File: config.mk
export PLATFORM = sky130hd
export DESIGN_NAME = sfl_front
export DESIGN_NICKNAME = d
export VERILOG_FILES = /design/src/rtl/sfl_pkg.sv /design/src/rtl/sfl_front.sv
export SDC_FILE = /design/constraint.sdc
export NUM_CORES = 1
export LEC_CHECK = 0
export BUFFER_PORTS_ARGS = -buffer_cell sky130_fd_sc_hd__buf_2
export CAP_MARGIN = 20
export CORE_ASPECT_RATIO = 0.7
export CORE_MARGIN = 4
export CORE_UTILIZATION = 40
export CTS_BUF_LIST = sky130_fd_sc_hd__clkbuf_8
export DETAILED_ROUTE_END_ITERATION = 8
export REMOVE_ABC_BUFFERS = 1
export SLEW_MARGIN = 20
export SYNTH_ARGS = -nofsm -noshare
export SYNTH_HDL_FRONTEND = slang
export SYNTH_SLANG_ARGS = --single-unit
File: constraint.sdc
create_clock -name sys_clk_in -period 4.2 [get_ports sys_clk_in]
set_clock_uncertainty 0.2 [all_clocks]
set_input_delay 0.21 -clock sys_clk_in [delete_from_list [all_inputs] [get_ports sys_clk_in]]
set_output_delay 0.21 -clock sys_clk_in [all_outputs]
set_load 0.005 [all_outputs]
File: src/rtl/sfl_pkg.sv
// Constants, opcodes and state encoding of the flash command front end
//
// Operation
// - Two-lane output: lane1 odd bits, lane0 even
// - Two-lane address and mode, odd bits lane1
// - Four-lane data: upper nibble then lower nibble
// - Four-lane address and mode, nibble per clock
// - Fast four-lane read: four dummy clocks
// - Four-lane word read: two dummy clocks
// - Four-lane command mode: opcode in two clocks
// - Security register address fields and selection; secure read decodes sh before the last address group is shifted in
// - Identification opcode returns three ID bytes
// - Latch-set opcode sets the write latch
// - Latch-clear lone opcode clears the latch
// - Latch clears at reset and op completion
// - Latch clear rejects program, erase, status write
// - Latch readable as status bit one
package sfl_pkg;

  // ----------------------------------------------------------------
  // Opcodes
  // ----------------------------------------------------------------
  localparam logic [7:0] OP_LATCH_SET   = 8'h06;
  localparam logic [7:0] OP_LATCH_CLEAR = 8'h04;
  localparam logic [7:0] OP_STATUS_RD   = 8'h05;
  localparam logic [7:0] OP_ID_RD       = 8'h9f;
  localparam logic [7:0] OP_READ        = 8'h03;
  localparam logic [7:0] OP_FAST_READ   = 8'h0b;
  localparam logic [7:0] OP_DUAL_OUT    = 8'h3b;
  localparam logic [7:0] OP_DUAL_IO     = 8'hbb;
  localparam logic [7:0] OP_QUAD_OUT    = 8'h6b;
  localparam logic [7:0] OP_QUAD_IO     = 8'heb;
  localparam logic [7:0] OP_WORD_READ   = 8'he7;
  localparam logic [7:0] OP_SECURE_RD   = 8'h48;
  localparam logic [7:0] OP_PAGE_PROG   = 8'h02;
  localparam logic [7:0] OP_QUAD_PROG   = 8'h32;
  localparam logic [7:0] OP_PAGE_ERASE  = 8'h81;
  localparam logic [7:0] OP_SECT_ERASE  = 8'h20;
  localparam logic [7:0] OP_HALF_ERASE  = 8'h52;
  localparam logic [7:0] OP_BLOCK_ERASE = 8'hd8;
  localparam logic [7:0] OP_CHIP_ERASE  = 8'h60;
  localparam logic [7:0] OP_CHIP_ERASE2 = 8'hc7;
  localparam logic [7:0] OP_BUF_COMMIT  = 8'h9d;
  localparam logic [7:0] OP_STATUS_WR   = 8'h01;
  localparam logic [7:0] OP_CONFIG_WR   = 8'h31;
  localparam logic [7:0] OP_SEC_ERASE   = 8'h44;
  localparam logic [7:0] OP_SEC_PROG    = 8'h42;
  localparam logic [7:0] OP_QMODE_ON    = 8'h38;
  localparam logic [7:0] OP_QMODE_OFF   = 8'hff;
  localparam logic [7:0] OP_RESET_ARM   = 8'h66;
  localparam logic [7:0] OP_RESET_GO    = 8'h99;

  // ----------------------------------------------------------------
  // Phase lengths, lane widths, dummy clocks
  // ----------------------------------------------------------------
  localparam logic [5:0] CMD_BITS       = 6'd8;
  localparam logic [5:0] ADDR_BITS      = 6'd24;
  localparam logic [5:0] ADDR_MODE_BITS = 6'd32;
  localparam logic [5:0] BYTE_BITS      = 6'd8;
  localparam logic [2:0] W1             = 3'd1;
  localparam logic [2:0] W2             = 3'd2;
  localparam logic [2:0] W4             = 3'd4;
  localparam logic [5:0] DUMMY_FAST     = 6'd8;
  localparam logic [5:0] DUMMY_QUAD_IO  = 6'd4;
  localparam logic [5:0] DUMMY_WORD     = 6'd2;
  localparam logic [1:0] ID_LAST        = 2'd2;

  // ----------------------------------------------------------------
  // Status byte and security register fields
  // ----------------------------------------------------------------
  localparam int         STAT_BUSY_BIT  = 0;
  localparam int         STAT_LATCH_BIT = 1;
  localparam logic [3:0] SEC_REG_MAX    = 4'h3;
  // Arbitrary identification values
  localparam logic [7:0] MFR_ID         = 8'h5a;
  localparam logic [7:0] DEV_ID_HI      = 8'h40;
  localparam logic [7:0] DEV_ID_LO      = 8'h13;

  typedef enum logic [2:0] {
    ST_IDLE   = 3'b000,
    ST_CMD    = 3'b001,
    ST_ADDR   = 3'b010,
    ST_DUMMY  = 3'b011,
    ST_DIN    = 3'b100,
    ST_DOUT   = 3'b101,
    ST_WAITCS = 3'b110,
    ST_IGNORE = 3'b111
  } sfl_state_e;

endpackage

File: src/rtl/sfl_front.sv
// Serial flash command front end: lanes, write latch, command issue
`timescale 1ns/1ps
`default_nettype none
module sfl_front (
  // Clock and reset
  input  wire logic        sys_clk_in,
  input  wire logic        nrst_in,
  // Flash pins
  input  wire logic        cs_n_in,
  input  wire logic        sclk_in,
  input  wire logic [3:0]  lane_in,
  output logic      [3:0]  lane_out,
  output logic      [3:0]  lane_oe_out,
  // Status
  output logic             write_latch_flag_out,
  output logic             four_lane_mode_out,
  output logic             busy_out,
  // Command issue to the array side
  output logic             cmd_valid_out,
  output logic             cmd_reject_out,
  output logic      [7:0]  cmd_opcode_out,
  output logic      [23:0] cmd_addr_out,
  output logic      [1:0]  secure_sel_out,
  input  wire logic        op_done_in,
  // Read data from the array side
  input  wire logic [7:0]  rd_data_in,
  output logic             rd_req_out,
  // Write data toward the array side
  output logic      [7:0]  wr_data_out,
  output logic             wr_valid_out,
  input  wire logic        wr_ready_in
);
  import sfl_pkg::*;

  // ----------------------------------------------------------------
  // Pin synchronisers and clock edges
  // ----------------------------------------------------------------
  logic [5:0] sync1;
  logic [5:0] sync2;
  logic       clk_q;
  always_ff @(posedge sys_clk_in or negedge nrst_in) begin
    if (!nrst_in) begin
      // Serial clock idles low, so no false edge follows reset
      sync1 <= 6'h2f;
      sync2 <= 6'h2f;
      clk_q <= 1'b0;
    end else begin
      sync1 <= {cs_n_in, sclk_in, lane_in};
      sync2 <= sync1;
      clk_q <= sync2[4];
    end
  end
  logic       cs_n;
  logic [3:0] lanes;
  logic       rise;
  logic       fall;
  assign cs_n  = sync2[5];
  assign lanes = sync2[3:0];
  assign rise  = sync2[4] & ~clk_q & ~cs_n;
  assign fall  = ~sync2[4] & clk_q & ~cs_n;

  // ----------------------------------------------------------------
  // State
  // ----------------------------------------------------------------
  sfl_state_e st, next_st;
  logic [5:0]  cnt, next_cnt, ocnt, next_ocnt, plen, next_plen;
  logic [31:0] sh, next_sh;
  logic [7:0]  op, next_op, ob, next_ob;
  logic [2:0]  w, next_w;
  logic [1:0]  id_idx, next_id_idx;
  logic        latch, next_latch, qmode, next_qmode, busy, next_busy;
  logic        arm, next_arm, pend, next_pend;
  logic [7:0]  pend_byte, next_pend_byte;
  logic [3:0]  lo, next_lo, oe, next_oe;
  logic        cv, next_cv, cr, next_cr, rq, next_rq;
  logic [7:0]  cop, next_cop;
  logic [23:0] cad, next_cad;
  logic [1:0]  ssel, next_ssel;
  logic [7:0]  b0, next_b0, b1, next_b1;
  logic [1:0]  bcnt, next_bcnt;
  logic        bval, next_bval;

  // ----------------------------------------------------------------
  // Opcode decode
  // ----------------------------------------------------------------
  logic [31:0] sh_in;
  logic [7:0]  din_sh;
  logic [7:0]  dop;
  logic        d_addr, d_mode, d_out, d_in, d_wr, d_lone;
  logic [2:0]  d_aw, d_dw;
  logic [5:0]  d_dummy;
  always_comb begin
    case (w)
      W2:      sh_in = {sh[29:0], lanes[1:0]};
      W4:      sh_in = {sh[27:0], lanes};
      default: sh_in = {sh[30:0], lanes[0]};
    endcase
  end
  // Data byte builds in the top byte so the address survives
  always_comb begin
    case (w)
      W2:      din_sh = {sh[29:24], lanes[1:0]};
      W4:      din_sh = {sh[27:24], lanes};
      default: din_sh = {sh[30:24], lanes[0]};
    endcase
  end
  assign dop = (st == ST_CMD) ? sh_in[7:0] : op;
  always_comb begin
    d_addr = 1'b0; d_mode = 1'b0; d_out = 1'b0; d_in = 1'b0;
    d_wr = 1'b0; d_lone = 1'b0; d_aw = W1; d_dw = W1; d_dummy = 6'd0;
    case (dop)
      OP_LATCH_SET, OP_LATCH_CLEAR, OP_QMODE_ON, OP_QMODE_OFF,
      OP_RESET_ARM, OP_RESET_GO: d_lone = 1'b1;
      OP_STATUS_RD, OP_ID_RD: d_out = 1'b1;
      OP_READ, OP_SECURE_RD: begin
        d_addr = 1'b1; d_out = 1'b1;
      end
      OP_FAST_READ: begin
        d_addr = 1'b1; d_out = 1'b1; d_dummy = DUMMY_FAST;
      end
      OP_DUAL_OUT: begin
        d_addr = 1'b1; d_out = 1'b1; d_dummy = DUMMY_FAST; d_dw = W2;
      end
      OP_DUAL_IO: begin
        d_addr = 1'b1; d_mode = 1'b1; d_out = 1'b1; d_aw = W2; d_dw = W2;
      end
      OP_QUAD_OUT: begin
        d_addr = 1'b1; d_out = 1'b1; d_dummy = DUMMY_FAST; d_dw = W4;
      end
      OP_QUAD_IO: begin
        d_addr = 1'b1; d_mode = 1'b1; d_out = 1'b1; d_aw = W4; d_dw = W4;
        d_dummy = DUMMY_QUAD_IO;
      end
      OP_WORD_READ: begin
        d_addr = 1'b1; d_mode = 1'b1; d_out = 1'b1; d_aw = W4; d_dw = W4;
        d_dummy = DUMMY_WORD;
      end
      OP_PAGE_PROG, OP_SEC_PROG: begin
        d_addr = 1'b1; d_in = 1'b1; d_wr = 1'b1;
      end
      OP_QUAD_PROG: begin
        d_addr = 1'b1; d_in = 1'b1; d_wr = 1'b1; d_dw = W4;
      end
      OP_PAGE_ERASE, OP_SECT_ERASE, OP_HALF_ERASE, OP_BLOCK_ERASE,
      OP_BUF_COMMIT, OP_SEC_ERASE: begin
        d_addr = 1'b1; d_wr = 1'b1;
      end
      OP_CHIP_ERASE, OP_CHIP_ERASE2: d_wr = 1'b1;
      OP_STATUS_WR, OP_CONFIG_WR: begin
        d_in = 1'b1; d_wr = 1'b1;
      end
      default: d_lone = 1'b0;
    endcase
    if (qmode) begin
      d_aw = W4;
      d_dw = W4;
    end
  end

  // ----------------------------------------------------------------
  // Next-state logic
  // ----------------------------------------------------------------
  logic [5:0] cnt_w;
  logic [7:0] stat_byte;
  logic       sec_ok;
  logic       bpush, bpop;
  always_comb begin
    cnt_w = cnt + {3'b000, w};
    stat_byte = 8'h00;
    stat_byte[STAT_LATCH_BIT] = latch;
    stat_byte[STAT_BUSY_BIT] = busy;
    sec_ok = (sh[23:16] == 8'h00) && (sh[11:9] == 3'b000) &&
             (sh[15:12] != 4'h0) && (sh[15:12] <= SEC_REG_MAX);
    next_st = st; next_cnt = cnt; next_ocnt = ocnt; next_plen = plen;
    next_sh = sh; next_op = op; next_ob = ob; next_w = w;
    next_id_idx = id_idx; next_latch = latch; next_qmode = qmode;
    next_busy = busy; next_arm = arm; next_pend = pend;
    next_pend_byte = pend_byte; next_lo = lo; next_oe = oe;
    next_cv = 1'b0; next_cr = 1'b0; next_rq = 1'b0;
    next_cop = cop; next_cad = cad; next_ssel = ssel;
    // Clear first, so a byte landing in the same cycle wins
    bpush = pend && (bcnt != 2'd2);
    bpop = bval && wr_ready_in;
    if (bpush) begin
      next_pend = 1'b0;
    end
    if (op_done_in && busy) begin
      next_busy = 1'b0;
      next_latch = 1'b0;
    end
    if (cs_n) begin
      next_oe = 4'h0;
      if (st == ST_WAITCS) begin
        case (op)
          OP_LATCH_SET:   next_latch = 1'b1;
          OP_LATCH_CLEAR: next_latch = 1'b0;
          OP_QMODE_ON:    next_qmode = 1'b1;
          OP_QMODE_OFF:   next_qmode = 1'b0;
          OP_RESET_GO: if (arm) begin
            next_latch = 1'b0;
            next_qmode = 1'b0;
            next_busy = 1'b0;
          end
          default: next_qmode = qmode;
        endcase
        next_arm = (op == OP_RESET_ARM);
      end else if ((st == ST_ADDR || st == ST_DIN || st == ST_DUMMY) && d_wr &&
                   (st != ST_ADDR || !d_addr)) begin
        next_cop = op;
        next_cad = sh[23:0];
        if (latch && !busy) begin
          next_cv = 1'b1;
          next_busy = 1'b1;
        end else begin
          next_cr = 1'b1;
        end
        next_arm = 1'b0;
      end else if (st != ST_IDLE) begin
        next_arm = 1'b0;
      end
      next_st = ST_IDLE;
    end else if (st == ST_IDLE) begin
      next_st = ST_CMD;
      next_cnt = 6'd0;
      next_w = qmode ? W4 : W1;
    end else if (rise) begin
      next_sh = sh_in;
      next_cnt = cnt_w;
      case (st)
        ST_CMD: if (cnt_w == CMD_BITS) begin
          next_op = sh_in[7:0];
          next_cnt = 6'd0;
          next_sh = 32'h0;
          next_id_idx = 2'd0;
          if (d_lone) begin
            next_st = ST_WAITCS;
          end else if (d_addr) begin
            next_st = ST_ADDR;
            next_w = d_aw;
            next_plen = d_mode ? ADDR_MODE_BITS : ADDR_BITS;
          end else if (d_out) begin
            next_st = ST_DOUT;
            next_w = d_dw;
            next_ocnt = 6'd0;
            next_ob = (sh_in[7:0] == OP_ID_RD) ? MFR_ID : stat_byte;
          end else if (d_in) begin
            next_st = ST_DIN;
            next_w = d_dw;
          end else begin
            next_st = d_wr ? ST_DIN : ST_IGNORE;
          end
        end
        ST_ADDR: if (cnt_w == plen) begin
          next_cnt = 6'd0;
          if (d_mode) begin
            next_sh = {8'h00, sh_in[31:8]};
          end
          next_st = (d_dummy != 6'd0) ? ST_DUMMY :
                    d_out ? ST_DOUT : ST_DIN;
          next_w = (d_dummy != 6'd0) ? w : d_dw;
          next_ocnt = 6'd0;
          next_ob = rd_data_in;
          if (d_out) begin
            next_cop = op;
            next_cad = d_mode ? sh_in[31:8] : sh_in[23:0];
            next_cv = (d_dummy == 6'd0);
            next_rq = (d_dummy == 6'd0);
          end
        end
        ST_DUMMY: begin
          next_sh = sh;
          next_cnt = cnt + 6'd1;
          if (cnt + 6'd1 == d_dummy) begin
            next_st = ST_DOUT;
            next_w = d_dw;
            next_ob = rd_data_in;
            next_cv = 1'b1;
            next_rq = 1'b1;
          end
        end
        ST_DIN: begin
          next_sh = {din_sh, sh[23:0]};
          if (cnt_w == BYTE_BITS) begin
            next_cnt = 6'd0;
            next_sh = {8'h00, sh[23:0]};
            if (latch && !busy && d_in) begin
              next_pend = 1'b1;
              next_pend_byte = din_sh;
            end
          end
        end
        default: next_sh = sh;
      endcase
      if (st == ST_DOUT) begin
        next_sh = sh;
        next_cnt = cnt;
      end
    end else if (fall && st == ST_DOUT) begin
      next_oe = (w == W4) ? 4'hf : (w == W2) ? 4'h3 : 4'h2;
      case (w)
        W2:      next_lo = {2'b00, ob[7], ob[6]};
        W4:      next_lo = ob[7:4];
        default: next_lo = {2'b00, ob[7], 1'b0};
      endcase
      next_ob = ob << w;
      next_ocnt = ocnt + {3'b000, w};
      if (ocnt + {3'b000, w} == BYTE_BITS) begin
        next_ocnt = 6'd0;
        if (op == OP_ID_RD) begin
          next_id_idx = (id_idx == ID_LAST) ? id_idx : id_idx + 2'd1;
          next_ob = (id_idx == 2'd0) ? DEV_ID_HI :
                    (id_idx == 2'd1) ? DEV_ID_LO : 8'h00;
        end else if (op == OP_STATUS_RD) begin
          next_ob = stat_byte;
        end else begin
          next_ob = rd_data_in;
          next_rq = 1'b1;
        end
      end
    end
    if (next_cv && (op == OP_SEC_PROG || op == OP_SEC_ERASE || op == OP_SECURE_RD)) begin
      next_ssel = sec_ok ? sh[13:12] : 2'b00;
    end
  end
  // Write data buffer, pop from b0, push lands behind the survivor
  always_comb begin
    next_b0 = b0; next_b1 = b1; next_bcnt = bcnt;
    case ({bpush, bpop})
      2'b10: begin
        if (bcnt == 2'd0) next_b0 = pend_byte;
        else next_b1 = pend_byte;
        next_bcnt = bcnt + 2'd1;
      end
      2'b01: begin
        next_b0 = b1;
        next_bcnt = bcnt - 2'd1;
      end
      2'b11: begin
        if (bcnt == 2'd1) next_b0 = pend_byte;
        else begin
          next_b0 = b1;
          next_b1 = pend_byte;
        end
      end
      default: next_bcnt = bcnt;
    endcase
    next_bval = (next_bcnt != 2'd0);
  end

  // ----------------------------------------------------------------
  // Registers
  // ----------------------------------------------------------------
  always_ff @(posedge sys_clk_in or negedge nrst_in) begin
    if (!nrst_in) begin
      st <= ST_IDLE; cnt <= 6'd0; ocnt <= 6'd0; plen <= ADDR_BITS;
      sh <= 32'h0; op <= 8'h00; ob <= 8'h00; w <= W1; id_idx <= 2'd0;
      latch <= 1'b0; qmode <= 1'b0; busy <= 1'b0; arm <= 1'b0;
      pend <= 1'b0; pend_byte <= 8'h00; lo <= 4'h0; oe <= 4'h0;
      cv <= 1'b0; cr <= 1'b0; rq <= 1'b0; cop <= 8'h00; cad <= 24'h0;
      ssel <= 2'b00; b0 <= 8'h00; b1 <= 8'h00; bcnt <= 2'd0; bval <= 1'b0;
    end else begin
      st <= next_st; cnt <= next_cnt; ocnt <= next_ocnt; plen <= next_plen;
      sh <= next_sh; op <= next_op; ob <= next_ob; w <= next_w;
      id_idx <= next_id_idx; latch <= next_latch; qmode <= next_qmode;
      busy <= next_busy; arm <= next_arm; pend <= next_pend;
      pend_byte <= next_pend_byte; lo <= next_lo; oe <= next_oe;
      cv <= next_cv; cr <= next_cr; rq <= next_rq; cop <= next_cop;
      cad <= next_cad; ssel <= next_ssel; b0 <= next_b0; b1 <= next_b1;
      bcnt <= next_bcnt; bval <= next_bval;
    end
  end

  assign lane_out             = lo;
  assign lane_oe_out          = oe;
  assign write_latch_flag_out = latch;
  assign four_lane_mode_out   = qmode;
  assign busy_out             = busy;
  assign cmd_valid_out        = cv;
  assign cmd_reject_out       = cr;
  assign cmd_opcode_out       = cop;
  assign cmd_addr_out         = cad;
  assign secure_sel_out       = ssel;
  assign rd_req_out           = rq;
  assign wr_data_out          = b0;
  assign wr_valid_out         = bval;
endmodule
`default_nettype wire

==> key figures, run 1 <==
Finish
  – NumNets Final: approximately 1300
  – FILL cells: approximately 2400
  – Layout area overhead: 14.41%
  – Core Util, Final: a little under half
  – Layout cells sized above 1: around 23%
  – Commonest non-fill, non-tap cell in the layout: o21ai_0
  – Most frequent cells in the layout: o21ai_0 (156), dfrtp_1 (145), nand2_1 (140)
  – Antenna diodes: 0

Floorplanning
  – Core region area: approximately 25000 µm²
  – Standard-cell rows: 48
  – I/O pin count: 75
  – Initial Util: between 40% and 50%
  – Die Span Y: approximately 140 µm
  – Die area: around 28000 µm²
  – Die Span X: around 200 µm

Global routing
  – First-pass GRT wire length: 50670 µm
  – Initial antenna violation count: 0
  – GRT Total Usage: a little under a quarter
  – Vias in the first global route: 8493
  – GRT overflow: 0
  – Largest net degree at the start of global routing: 97

Logic synthesis
  – Most used DFF post-synth: dfrtp_1
  – Post-Syn Area: 10320 µm²
  – Ys async rst share: between 90% and 100%
  – Yosys warnings: 0
  – Cell accounting for the most synthesized area: dfrtp_1
  – EDFF count, synth: 0
  – Yosys reg bits: 158
  – Yosys cell types: between 90 and 100
  – Gate Count Post-Synth: around 1200
  – Avg Inst Size Synth: 8.877 µm²
  – Seq/Total Area, Yosys: approximately 38%
  – Synth area leaders: dfrtp_1 (35%), o21ai_0 (7.6%), nand2_1 (5.1%)
  – Synth top area share: between 30% and 40%

Worst setup path
  – Largest fanout on the critical path: 16
  – Crit path from: w[0]$_DFFE_PN1P_
  – Required time worst endpoint: roughly 4.3 ns
  – Worst Setup EP: secure_sel_out[1]$_DFFE_PN0P_
  – CP max-delay cell: dfstp_4
  – R2r startpoint: w[0]$_DFFE_PN1P_
  – R2r endpoint: secure_sel_out[1]$_DFFE_PN0P_
  – Most common cell on crit path: o211ai_1
  – Crit path cell chain: nor2b_4 > a311o_1 > or3_1 > o22a_1 > nor3_1 > o21ai_1 > a2111oi_1 > buf_4 > o211ai_1 > o211ai_1 > o211ai_1
  – CP startpoint kind: flop
  – Critical path depth: 11
  – CP arrival: approximately 4.2 ns
  – Setup slack, reg-to-reg: ~0.18 ns
  – CP peak stage delay: 0.74 ns
  – CP top delay family: compound AO/OA/AOI/OAI gates
  – WS Path Type: reg -> reg
  – CP endpoint kind: flop
  – FF-to-FF path depth: 11
  – Buffer and inverter count on the worst path: 1

Clock network
  – Buffer type at the clock tree root: clkbuf_8
  – # clock sinks: about 160
  – Number of setup buffers added after CTS: 0
  – H-tree levels: 4
  – Total CTS buffers: 17
  – Reg clk slew, reported paths: 0.10 ns
  – Clk buf depth: 2
  – Worst skew pair latency: between 0.4 and 0.5 ns
  – CTS tree: built

Power and ir drop
  – Maximum VDD drop: 0.1893 mV
  – Pwr dens: roughly 380 nW/µm²
  – Leakage: 5.054 nW

Drt
  – Via count: 9448
  – DRT Wirelength: 32550 µm
  – Post-DRT Antenna Nets: 0
  – Routed len/inst: between 20 and 25 µm
  – DRT iter0 DRCs: approximately 1200
  – Drt drc: 0
  – Pre-Repair DR Iteration Count: 8
  – Vias/cell: between 5 and 6

STA
  – Tightest Pin Transition: between 1 and 1.5 ns
  – Period utilization: between 90% and 100%
  – Relative slew slack: 23.93%
  – Max Slew Vio Count: 0
  – Final setup viols: 0
  – Final hold violation count: 0
  – RSZ-0062 raised after global routing: no
  – Final worst slack: 0.1767 ns
  – Setup TNS: 0 ns
  – F_max: around 250 MHz
  – Shortest period the worst path allows: 4.023 ns

Place
  – Gpl congestion: 0.9476
  – Post-DP HPWL: around 24000 µm
  – Post-place setup slack: between 0.1 and 0.15 ns
  – IO buf count: 74

Outcome
  – Status: complete, no violations

Hold path
  – Worst hold path type: in -> reg

Job
  – MaxCap Viol Count: 0
[cell usage after synthesis, drive strengths merged, types with 4 or more instances]
library cell,instances
a211oi,4
a21o,4
a21oi,56
a221oi,4
a22oi,14
a31oi,17
a32oi,4
and2,4
and3,5
buf,35
clkbuf,58
dfrtp,146
dfstp,12
ha,17
inv,22
mux2,69
mux2i,15
nand2,141
nand2b,12
nand3,27
nor2,89
nor2b,7
nor3,16
nor3b,4
nor4,14
o211ai,17
o21ai,168
o221ai,23
o22a,24
o22ai,26
o311ai,5
o31ai,8
or2,7
or3,12
or4,4
xnor2,10
xor2,8
[layer usage]
metal  global-route usage [%]  wire length, µm  up-vias
li1                         -                -     4467
met1                    37.13            16640     4540
met2                    29.96            12790      406
met3                    5.490             2768       35
met4                    4.001              352        0
met5                        0                0        -
[final cells by class]
class | count | area, µm² | area share, %
multi-input cells | 889 | 5841 | 49.45
flip-flops and latches | 158 | 3974 | 33.64
repair buffers | 155 | 1060 | 8.973
well taps | 325 | 406.6 | 3.443
clock buffers | 18 | 247.7 | 2.097
clock inverters | 14 | 196.4 | 1.663
inverters | 23 | 86.33 | 0.7309
[kinds of logic after synthesis]
family / synth area share, %
XOR/XNOR: 1.600
AND/OR/NAND/NOR: 16.39
AO/OA/AOI/OAI: 26.02
adder cells (fa/ha/maj): 2.448
flip-flops: 38.44
buffers and inverters: 5.030
multiplexers: 10.07
[power breakdown]
part / switching (W) / total, W / internal [W] / leakage [nW]
Sequential: 0.000110 / 0.00172 / 0.00161 / 2.12
Combinational: 0.000893 / 0.00142 / 0.000526 / 2.72
Clock: 0.000672 / 0.00130 / 0.000627 / 0.218
[how the worst min path moves through the flow]
| stage | startpoint | endpoint | slack [ns] | depth (start not counted) |
|---|---|---|---|---|
| final | rd_data_in[0] | ob[0]$_DFFE_PN0P_ | 0.1 | 4 |
| after global routing | rd_data_in[0] | ob[0]$_DFFE_PN0P_ | 0.11 | 4 |
| after CTS | rd_data_in[0] | ob[0]$_DFFE_PN0P_ | 0.04 | 4 |
| after detailed placement | cs_n_in | sync1[5]$_DFF_PN1_ | 0.12 | 1 |
| after global placement | lane_in[3] | sync1[3]$_DFF_PN1_ | 0.12 | 1 |
| after floorplan | nrst_in | arm$_DFFE_PN0P_ | -0.29 | 0 |
[worst register-to-register path: cells and delay by family, from the launching register on]
kind	cells	cell delay, ns
flip-flops	1	0.74
AO/OA/AOI/OAI	7	1.91
buffers and inverters	1	0.20
AND/OR/NAND/NOR	3	0.84
[state kept, by name, summed over array words and instances, names as in the netlist, 8 cells and up]
name            count
wr_data_out         8
pend_byte           8
sh                 31
cmd_opcode_out      8
op                  8
cmd_addr_out       24
ob                  8
b1                  8
[metrics by stage]
step | hold slack, ns | instances | power [W] | area, µm²
final | 0.09885 | 1582 | 0.004443 | 11810
after global routing | 0.1099 | 1582 | 0.004680 | 11810
after CTS | 0.03548 | 1582 | 0.004446 | 11810
after detailed placement | 0.1201 | 1535 | 0.003123 | 11210
after global placement | 0.1158 | 1535 | 0.003139 | 11210
after floorplan | -0.2856 | 1070 | 0.002555 | 9891
[repair_timing]
item / CTS / global route
gates resized for setup: 0 / 2
hold buffers: 15 / 0
setup endpoints to repair: 0 / 5
hold endpoints to repair: 100 / 0
Power figures use the tool's default switching activity.
==> run 2: changes to the inputs <==
--- a/config.mk
+++ b/config.mk
@@ -10,7 +10,7 @@
 export CORE_ASPECT_RATIO = 0.7
 export CORE_MARGIN = 4
 export CORE_UTILIZATION = 40
-export CTS_BUF_LIST = sky130_fd_sc_hd__clkbuf_8
+export CTS_BUF_LIST = sky130_fd_sc_hd__clkbuf_4
 export DETAILED_ROUTE_END_ITERATION = 8
 export REMOVE_ABC_BUFFERS = 1
 export SLEW_MARGIN = 20
==> key figures, run 2 (synthesized netlist as in run 1, its figures left out) <==
Place
  – Cell Area, Placed: about 11000 µm²
  – Gpl congestion: 0.9476
  – Post-DP HPWL: roughly 24000 µm
  – IO buf count: between 70 and 80
  – Post-place setup slack: 0.1426 ns

Worst setup path
  – Crit path cell chain: nor3_1 > o21ai_0 > o311ai_1 > buf_4 > o31a_1 > nor4_1 > nor3_1 > a2111oi_1 > buf_4 > o211ai_1 > o211ai_1 > o211ai_1
  – Most common cell on crit path: o211ai_1
  – Setup slack, reg-to-reg: 0.11 ns
  – FF-to-FF path depth: 12
  – Buffer and inverter count on the worst path: 2
  – WS Path Type: reg -> reg
  – CP startpoint kind: flop
  – Crit path from: w[0]$_DFFE_PN1P_
  – R2r endpoint: secure_sel_out[1]$_DFFE_PN0P_
  – Required time worst endpoint: about 4.5 ns
  – R2r startpoint: w[0]$_DFFE_PN1P_
  – Largest fanout on the critical path: 16
  – CP top delay family: compound AO/OA/AOI/OAI gates
  – CP max-delay cell: dfstp_4
  – CP endpoint kind: flop
  – CP arrival: ~4.4 ns
  – CP peak stage delay: ~0.76 ns
  – Critical path depth: 12
  – Worst Setup EP: secure_sel_out[1]$_DFFE_PN0P_

Power and ir drop
  – Clock share of power: between 20% and 30%
  – Sequential share of power: 40.8%
  – Pwr dens: approximately 360 nW/µm²
  – Cell Int Power: between 0.002 and 0.003 W
  – Leakage: roughly 5.0 nW
  – Combinational share of power: about a third
  – Maximum VDD drop: 0.1796 mV
  – Switch share: 39.02%
  – Psw: 0.001649 W

Floorplanning
  – Core region area: about 25000 µm²
  – Die Span X: around 200 µm
  – Standard-cell rows: 48
  – Die Span Y: roughly 140 µm
  – Initial Util: between 40% and 50%
  – Die area: around 28000 µm²
  – I/O pin count: 75

Clock network
  – H-tree levels: 4
  – CTS tree: built
  – Buffer type at the clock tree root: clkbuf_4
  – Worst skew pair latency: roughly 0.61 ns
  – Reg clk slew, reported paths: about 0.16 ns
  – Total CTS buffers: 17
  – Number of setup buffers added after CTS: 0
  – # clock sinks: between 150 and 200
  – Clk buf depth: 2

Finish
  – Commonest non-fill, non-tap cell in the layout: o21ai_0
  – Most frequent cells in the layout: o21ai_0 (156), dfrtp_1 (145), nand2_1 (140)
  – Max reg flops: 31
  – NumNets Final: approximately 1300
  – Biggest register: sh
  – FILL cells: 2427
  – Finished Cell Area: between 10000 and 15000 µm²
  – Layout area overhead: 13.70%
  – Layout cells sized above 1: around 22%
  – Area of the multi-input gates: just under 6000 µm²
  – Register area: around 4000 µm²

Drt
  – DRT Wirelength: between 30000 and 40000 µm
  – WL met1: 16570 µm
  – Uppermost layer routed: met4
  – Post-DRT Antenna Nets: 0
  – Drt drc: 0
  – Met3 wire length: just under 3000 µm
  – Via count: around 9500
  – DRT iter0 DRCs: between 1000 and 1500
  – Vias/cell: 5.992
  – Routed len/inst: 20.50 µm
  – Met2 wire length: between 10000 and 15000 µm
  – Pre-Repair DR Iteration Count: 6

Job
  – MaxCap Viol Count: 0

Global routing
  – Initial antenna violation count: 1
  – First-pass GRT wire length: 50650 µm
  – GRT overflow: 0
  – Largest net degree at the start of global routing: 97
  – Vias in the first global route: about 8500
  – GRT Total Usage: between 20% and 30%

STA
  – F_max: approximately 240 MHz
  – Relative slew slack: between 10% and 20%
  – Tightest Pin Transition: between 1 and 1.5 ns
  – Final worst slack: around 0.11 ns
  – Period utilization: between 90% and 100%
  – RSZ-0062 raised after global routing: no
  – Final hold violation count: 0
  – Final setup viols: 0
  – Setup TNS: 0 ns
  – Shortest period the worst path allows: 4.095 ns
  – Max Slew Vio Count: 0

Outcome
  – Status: complete, no violations

Hold path
  – Worst hold path type: in -> async
run 2: cell types whose count changed in the layout (fill, tap and decap cells not counted):
cell,previous run,this run
diode_2,0,1
clkbuf_8,18,0
clkinv_1,1,2
dlygate4sd3_1,15,19
clkbuf_4,0,17
run 2: worst reg2reg max path, cell delays in order (launching register included):
cell	delay (ns)
dfstp_4	0.76
nor3_1	0.08
o21ai_0	0.19
o311ai_1	0.21
buf_4	0.24
o31a_1	0.42
nor4_1	0.58
nor3_1	0.16
a2111oi_1	0.54
buf_4	0.20
o211ai_1	0.12
o211ai_1	0.15
o211ai_1	0.11
run 2: timing repair:
| item | in CTS | in global routing |
|---|---|---|
| gates resized for setup | 0 | 2 |
| setup endpoints to repair | 0 | 4 |
| hold buffers | 19 | 0 |
| hold endpoints to repair | 107 | 0 |
run 2: cell type report:
type / instances / area share (%)
multi-input cells: 889 / 49.76
flip-flops and latches: 158 / 33.86
repair buffers: 159 / 9.370
well taps: 325 / 3.464
clock inverters: 15 / 1.706
clock buffers: 17 / 1.087
inverters: 23 / 0.7355
diodes: 1 / 0.02132
run 2: metal layers:
layer / vias up / GRT usage (%)
met3: 38 / 5.490
li1: 4469 / -
met2: 449 / 29.75
met4: 0 / 3.787
met5: - / 0
met1: 4554 / 37.36
run 2: per-stage QoR:
stage	hold slack (ns)	utilization, %	total power [W]	instances
floorplan	-0.2856	-	0.002555	1070
global placement	0.1158	44.77	0.003139	1535
detailed placement	0.1201	44.77	0.003123	1535
CTS	0.0004663	46.84	0.004230	1586
global route	0.0009165	46.87	0.004469	1587
finish	0.03716	46.87	0.004227	1587
run 2: how the worst min path moves through the flow:
stage	endpoint	cells after the start
6_report	wr_valid_out$_DFF_PN0_	2
5_1_grt	sync1[0]$_DFF_PN1_	2
4_1_cts	sync1[0]$_DFF_PN1_	2
3_5_place_dp	sync1[5]$_DFF_PN1_	1
3_3_place_gp	sync1[3]$_DFF_PN1_	1
2_1_floorplan	arm$_DFFE_PN0P_	0
run 2: power by group through the flow:
stage | registers, W | logic (W) | clock network [W]
floorplan | 0.00174 | 0.000810 | 0
global placement | 0.00175 | 0.00139 | 0
detailed placement | 0.00175 | 0.00137 | 0
CTS | 0.00172 | 0.00140 | 0.00111
global route | 0.00174 | 0.00155 | 0.00117
finish | 0.00172 | 0.00142 | 0.00108
==> run 3: changes to the inputs <==
--- a/config.mk
+++ b/config.mk
@@ -5,6 +5,7 @@
 export SDC_FILE = /design/constraint.sdc
 export NUM_CORES = 1
 export LEC_CHECK = 0
+export ABC_AREA = 1
 export BUFFER_PORTS_ARGS = -buffer_cell sky130_fd_sc_hd__buf_2
 export CAP_MARGIN = 20
 export CORE_ASPECT_RATIO = 0.7
==> key figures, run 3 <==
STA
  – Setup TNS: 0 ns
  – Relative slew slack: 36.45%
  – F_max: 260.9 MHz
  – Max Slew Vio Count: 0
  – RSZ-0062 raised after global routing: no
  – Final worst slack: 0.3671 ns
  – Final setup viols: 0
  – Final hold violation count: 0
  – Tightest Pin Transition: 0.9523 ns
  – Period utilization: around nine tenths
  – Shortest period the worst path allows: roughly 3.8 ns

Global routing
  – Met3 Resource Use GR: between 4 and 5%
  – Gr busiest metal: met1
  – Vias in the first global route: slightly below 9000
  – GR Util met1: a little under two fifths
  – Grt met2 use: between 30% and 40%
  – GRT Total Usage: a little under a quarter
  – First-pass GRT wire length: about 50000 µm
  – Initial antenna violation count: 1
  – Largest net degree at the start of global routing: 91
  – GRT overflow: 0

Clock network
  – Number of setup buffers added after CTS: 0
  – Reg clk slew, reported paths: about 0.15 ns
  – Total CTS buffers: 17
  – Worst skew pair latency: a little under 0.6 ns
  – Clk buf depth: 2
  – CTS tree: built
  – Buffer type at the clock tree root: clkbuf_4
  – H-tree levels: 4
  – # clock sinks: 158

Drt
  – Vias/cell: 5.381
  – Post-DRT Antenna Nets: 0
  – Routed len/inst: around 17 µm
  – DRT iter0 DRCs: around 1200
  – Via count: a little under 10000
  – DRT Wirelength: roughly 32000 µm
  – Pre-Repair DR Iteration Count: 6
  – Drt drc: 0

Finish
  – Biggest register: sh
  – Finished Cell Area: around 11000 µm²
  – Most frequent cells in the layout: nand2_1 (404), inv_1 (146), dfrtp_1 (145)
  – Layout area overhead: 13.19%
  – NumNets Final: approximately 1500
  – Max reg flops: 31
  – Commonest non-fill, non-tap cell in the layout: nand2_1
  – Layout cells sized above 1: 13.50%

Worst setup path
  – CP endpoint kind: flop
  – Crit path cell chain: buf_4 > ha_1 > fa_1 > nand2_1 > a21oi_1 > xor2_1 > inv_1 > o21ai_0 > nand3_1 > nor2_1 > nand2_1 > inv_1 > buf_4 > nand2_1 > a21oi_4 > buf_4 > nand3_1 > nand2_1
  – CP peak stage delay: 0.56 ns
  – WS Path Type: reg -> reg
  – Most common cell on crit path: nand2_1
  – CP max-delay cell: dfstp_2
  – CP startpoint kind: flop
  – CP arrival: 4.15 ns
  – Buffer and inverter count on the worst path: 5
  – CP top delay family: buffers and inverters
  – Largest fanout on the critical path: 24
  – Required time worst endpoint: around 4.5 ns

Floorplanning
  – Die Span Y: 140.1 µm
  – I/O pin count: 75
  – Die area: approximately 28000 µm²
  – Initial Util: roughly two fifths
  – Die Span X: 196.7 µm
  – Standard-cell rows: 48
  – Core region area: 24560 µm²

Logic synthesis
  – Cell accounting for the most synthesized area: dfrtp_1
  – Yosys cell types: 53
  – Gate Count Post-Synth: about 1400
  – Synth area leaders: dfrtp_1 (37%), nand2_1 (15%), o21ai_0 (7.2%)
  – Most frequent cell after synthesis: nand2_1
  – Post-Syn Area: 9971 µm²
  – Avg Inst Size Synth: 7.022 µm²
  – Yosys warnings: 0
  – Synth cell count leaders: nand2_1 (404), dfrtp_1 (146), inv_1 (146)
  – Yosys reg bits: approximately 160
  – EDFF count, synth: 0
  – Seq/Total Area, Yosys: between 30% and 40%
  – Ys async rst share: 100.0%
  – Synth top area share: between 30% and 40%
  – Most used DFF post-synth: dfrtp_1

Power and ir drop
  – Leakage: between 5 and 6 nW
  – Pwr dens: between 500 and 600 nW/µm²
  – Maximum VDD drop: between 0.2 and 0.3 mV
  – Total power draw: about 0.0059 W

Place
  – Post-place setup slack: about 0.18 ns
  – IO buf count: 74
  – Post-DP HPWL: ~24000 µm
  – Gpl congestion: about 0.96
  – Cell Area, Placed: 10710 µm²

Hold path
  – Worst hold path type: in -> async

Outcome
  – Status: complete, no violations

Job
  – MaxCap Viol Count: 0
## run 3: cell families after synthesis
kind of cell,Yosys count,synth area share (%)
flip-flops,158,39.80
XOR/XNOR,11,0.9663
buffers and inverters,206,8.307
adder cells (fa/ha/maj),19,2.535
AND/OR/NAND/NOR,721,30.88
multiplexers,3,0.3388
AO/OA/AOI/OAI,302,17.17
## run 3: cell type report
class / instances / area, µm²
antenna: 4 / 10.01
clock buffer: 19 / 142.6
clock inverter: 13 / 211.5
fill: 2505 / 13280
inverter: 157 / 589.3
multi-input combinational: 1056 / 5186
sequential: 158 / 3973
tap: 325 / 406.6
timing repair buffer: 116 / 767.0
## run 3: stage by stage
step                std cells  hold WS, ns  util, %
floorplan                1371      -0.2856        -
global placement         1792       0.1155    43.58
detailed placement       1792       0.1162    43.58
CTS                      1843    0.0004550    45.80
global route             1848     0.005785    45.95
finish                   1848      0.02819    45.95
## run 3: final timing paths
kind / startpoint / slack [ns] / cells past startpoint / endpoint
setup / recovery: w[0]$_DFFE_PN1P_ / 0.37 / 18 / cmd_addr_out[4]$_DFFE_PN0P_
min in group sys_clk_in: lane_in[0] / 0.07 / 2 / sync1[0]$_DFF_PN1_
hold / removal: nrst_in / 0.03 / 2 / wr_data_out[5]$_DFFE_PN0P_
hold reg to reg: sync1[0]$_DFF_PN1_ / 0.16 / 0 / sync2[0]$_DFF_PN1_
max in group asynchronous: nrst_in / 2.71 / 3 / sync1[5]$_DFF_PN1_
setup reg to reg: w[0]$_DFFE_PN1P_ / 0.37 / 18 / cmd_addr_out[4]$_DFFE_PN0P_
## run 3: where the power goes
part	internal (W)	total [W]	switching, W
Sequential	0.00178	0.00204	0.000255
Clock	0.000551	0.00114	0.000591
Combinational	0.000849	0.00270	0.00186
## run 3: metal layers
layer  wire, µm  vias up
li1           -     4865
met1      16100     4631
met2      12690      419
met3       2396       30
met4        346        0
met5          0        -
## run 3: what timing repair did
action / 4_1_cts / 5_1_grt
hold buffers: 19 / 1
gates resized for setup: 0 / 5
hold endpoints to repair: 104 / 1
setup endpoints to repair: 0 / 57
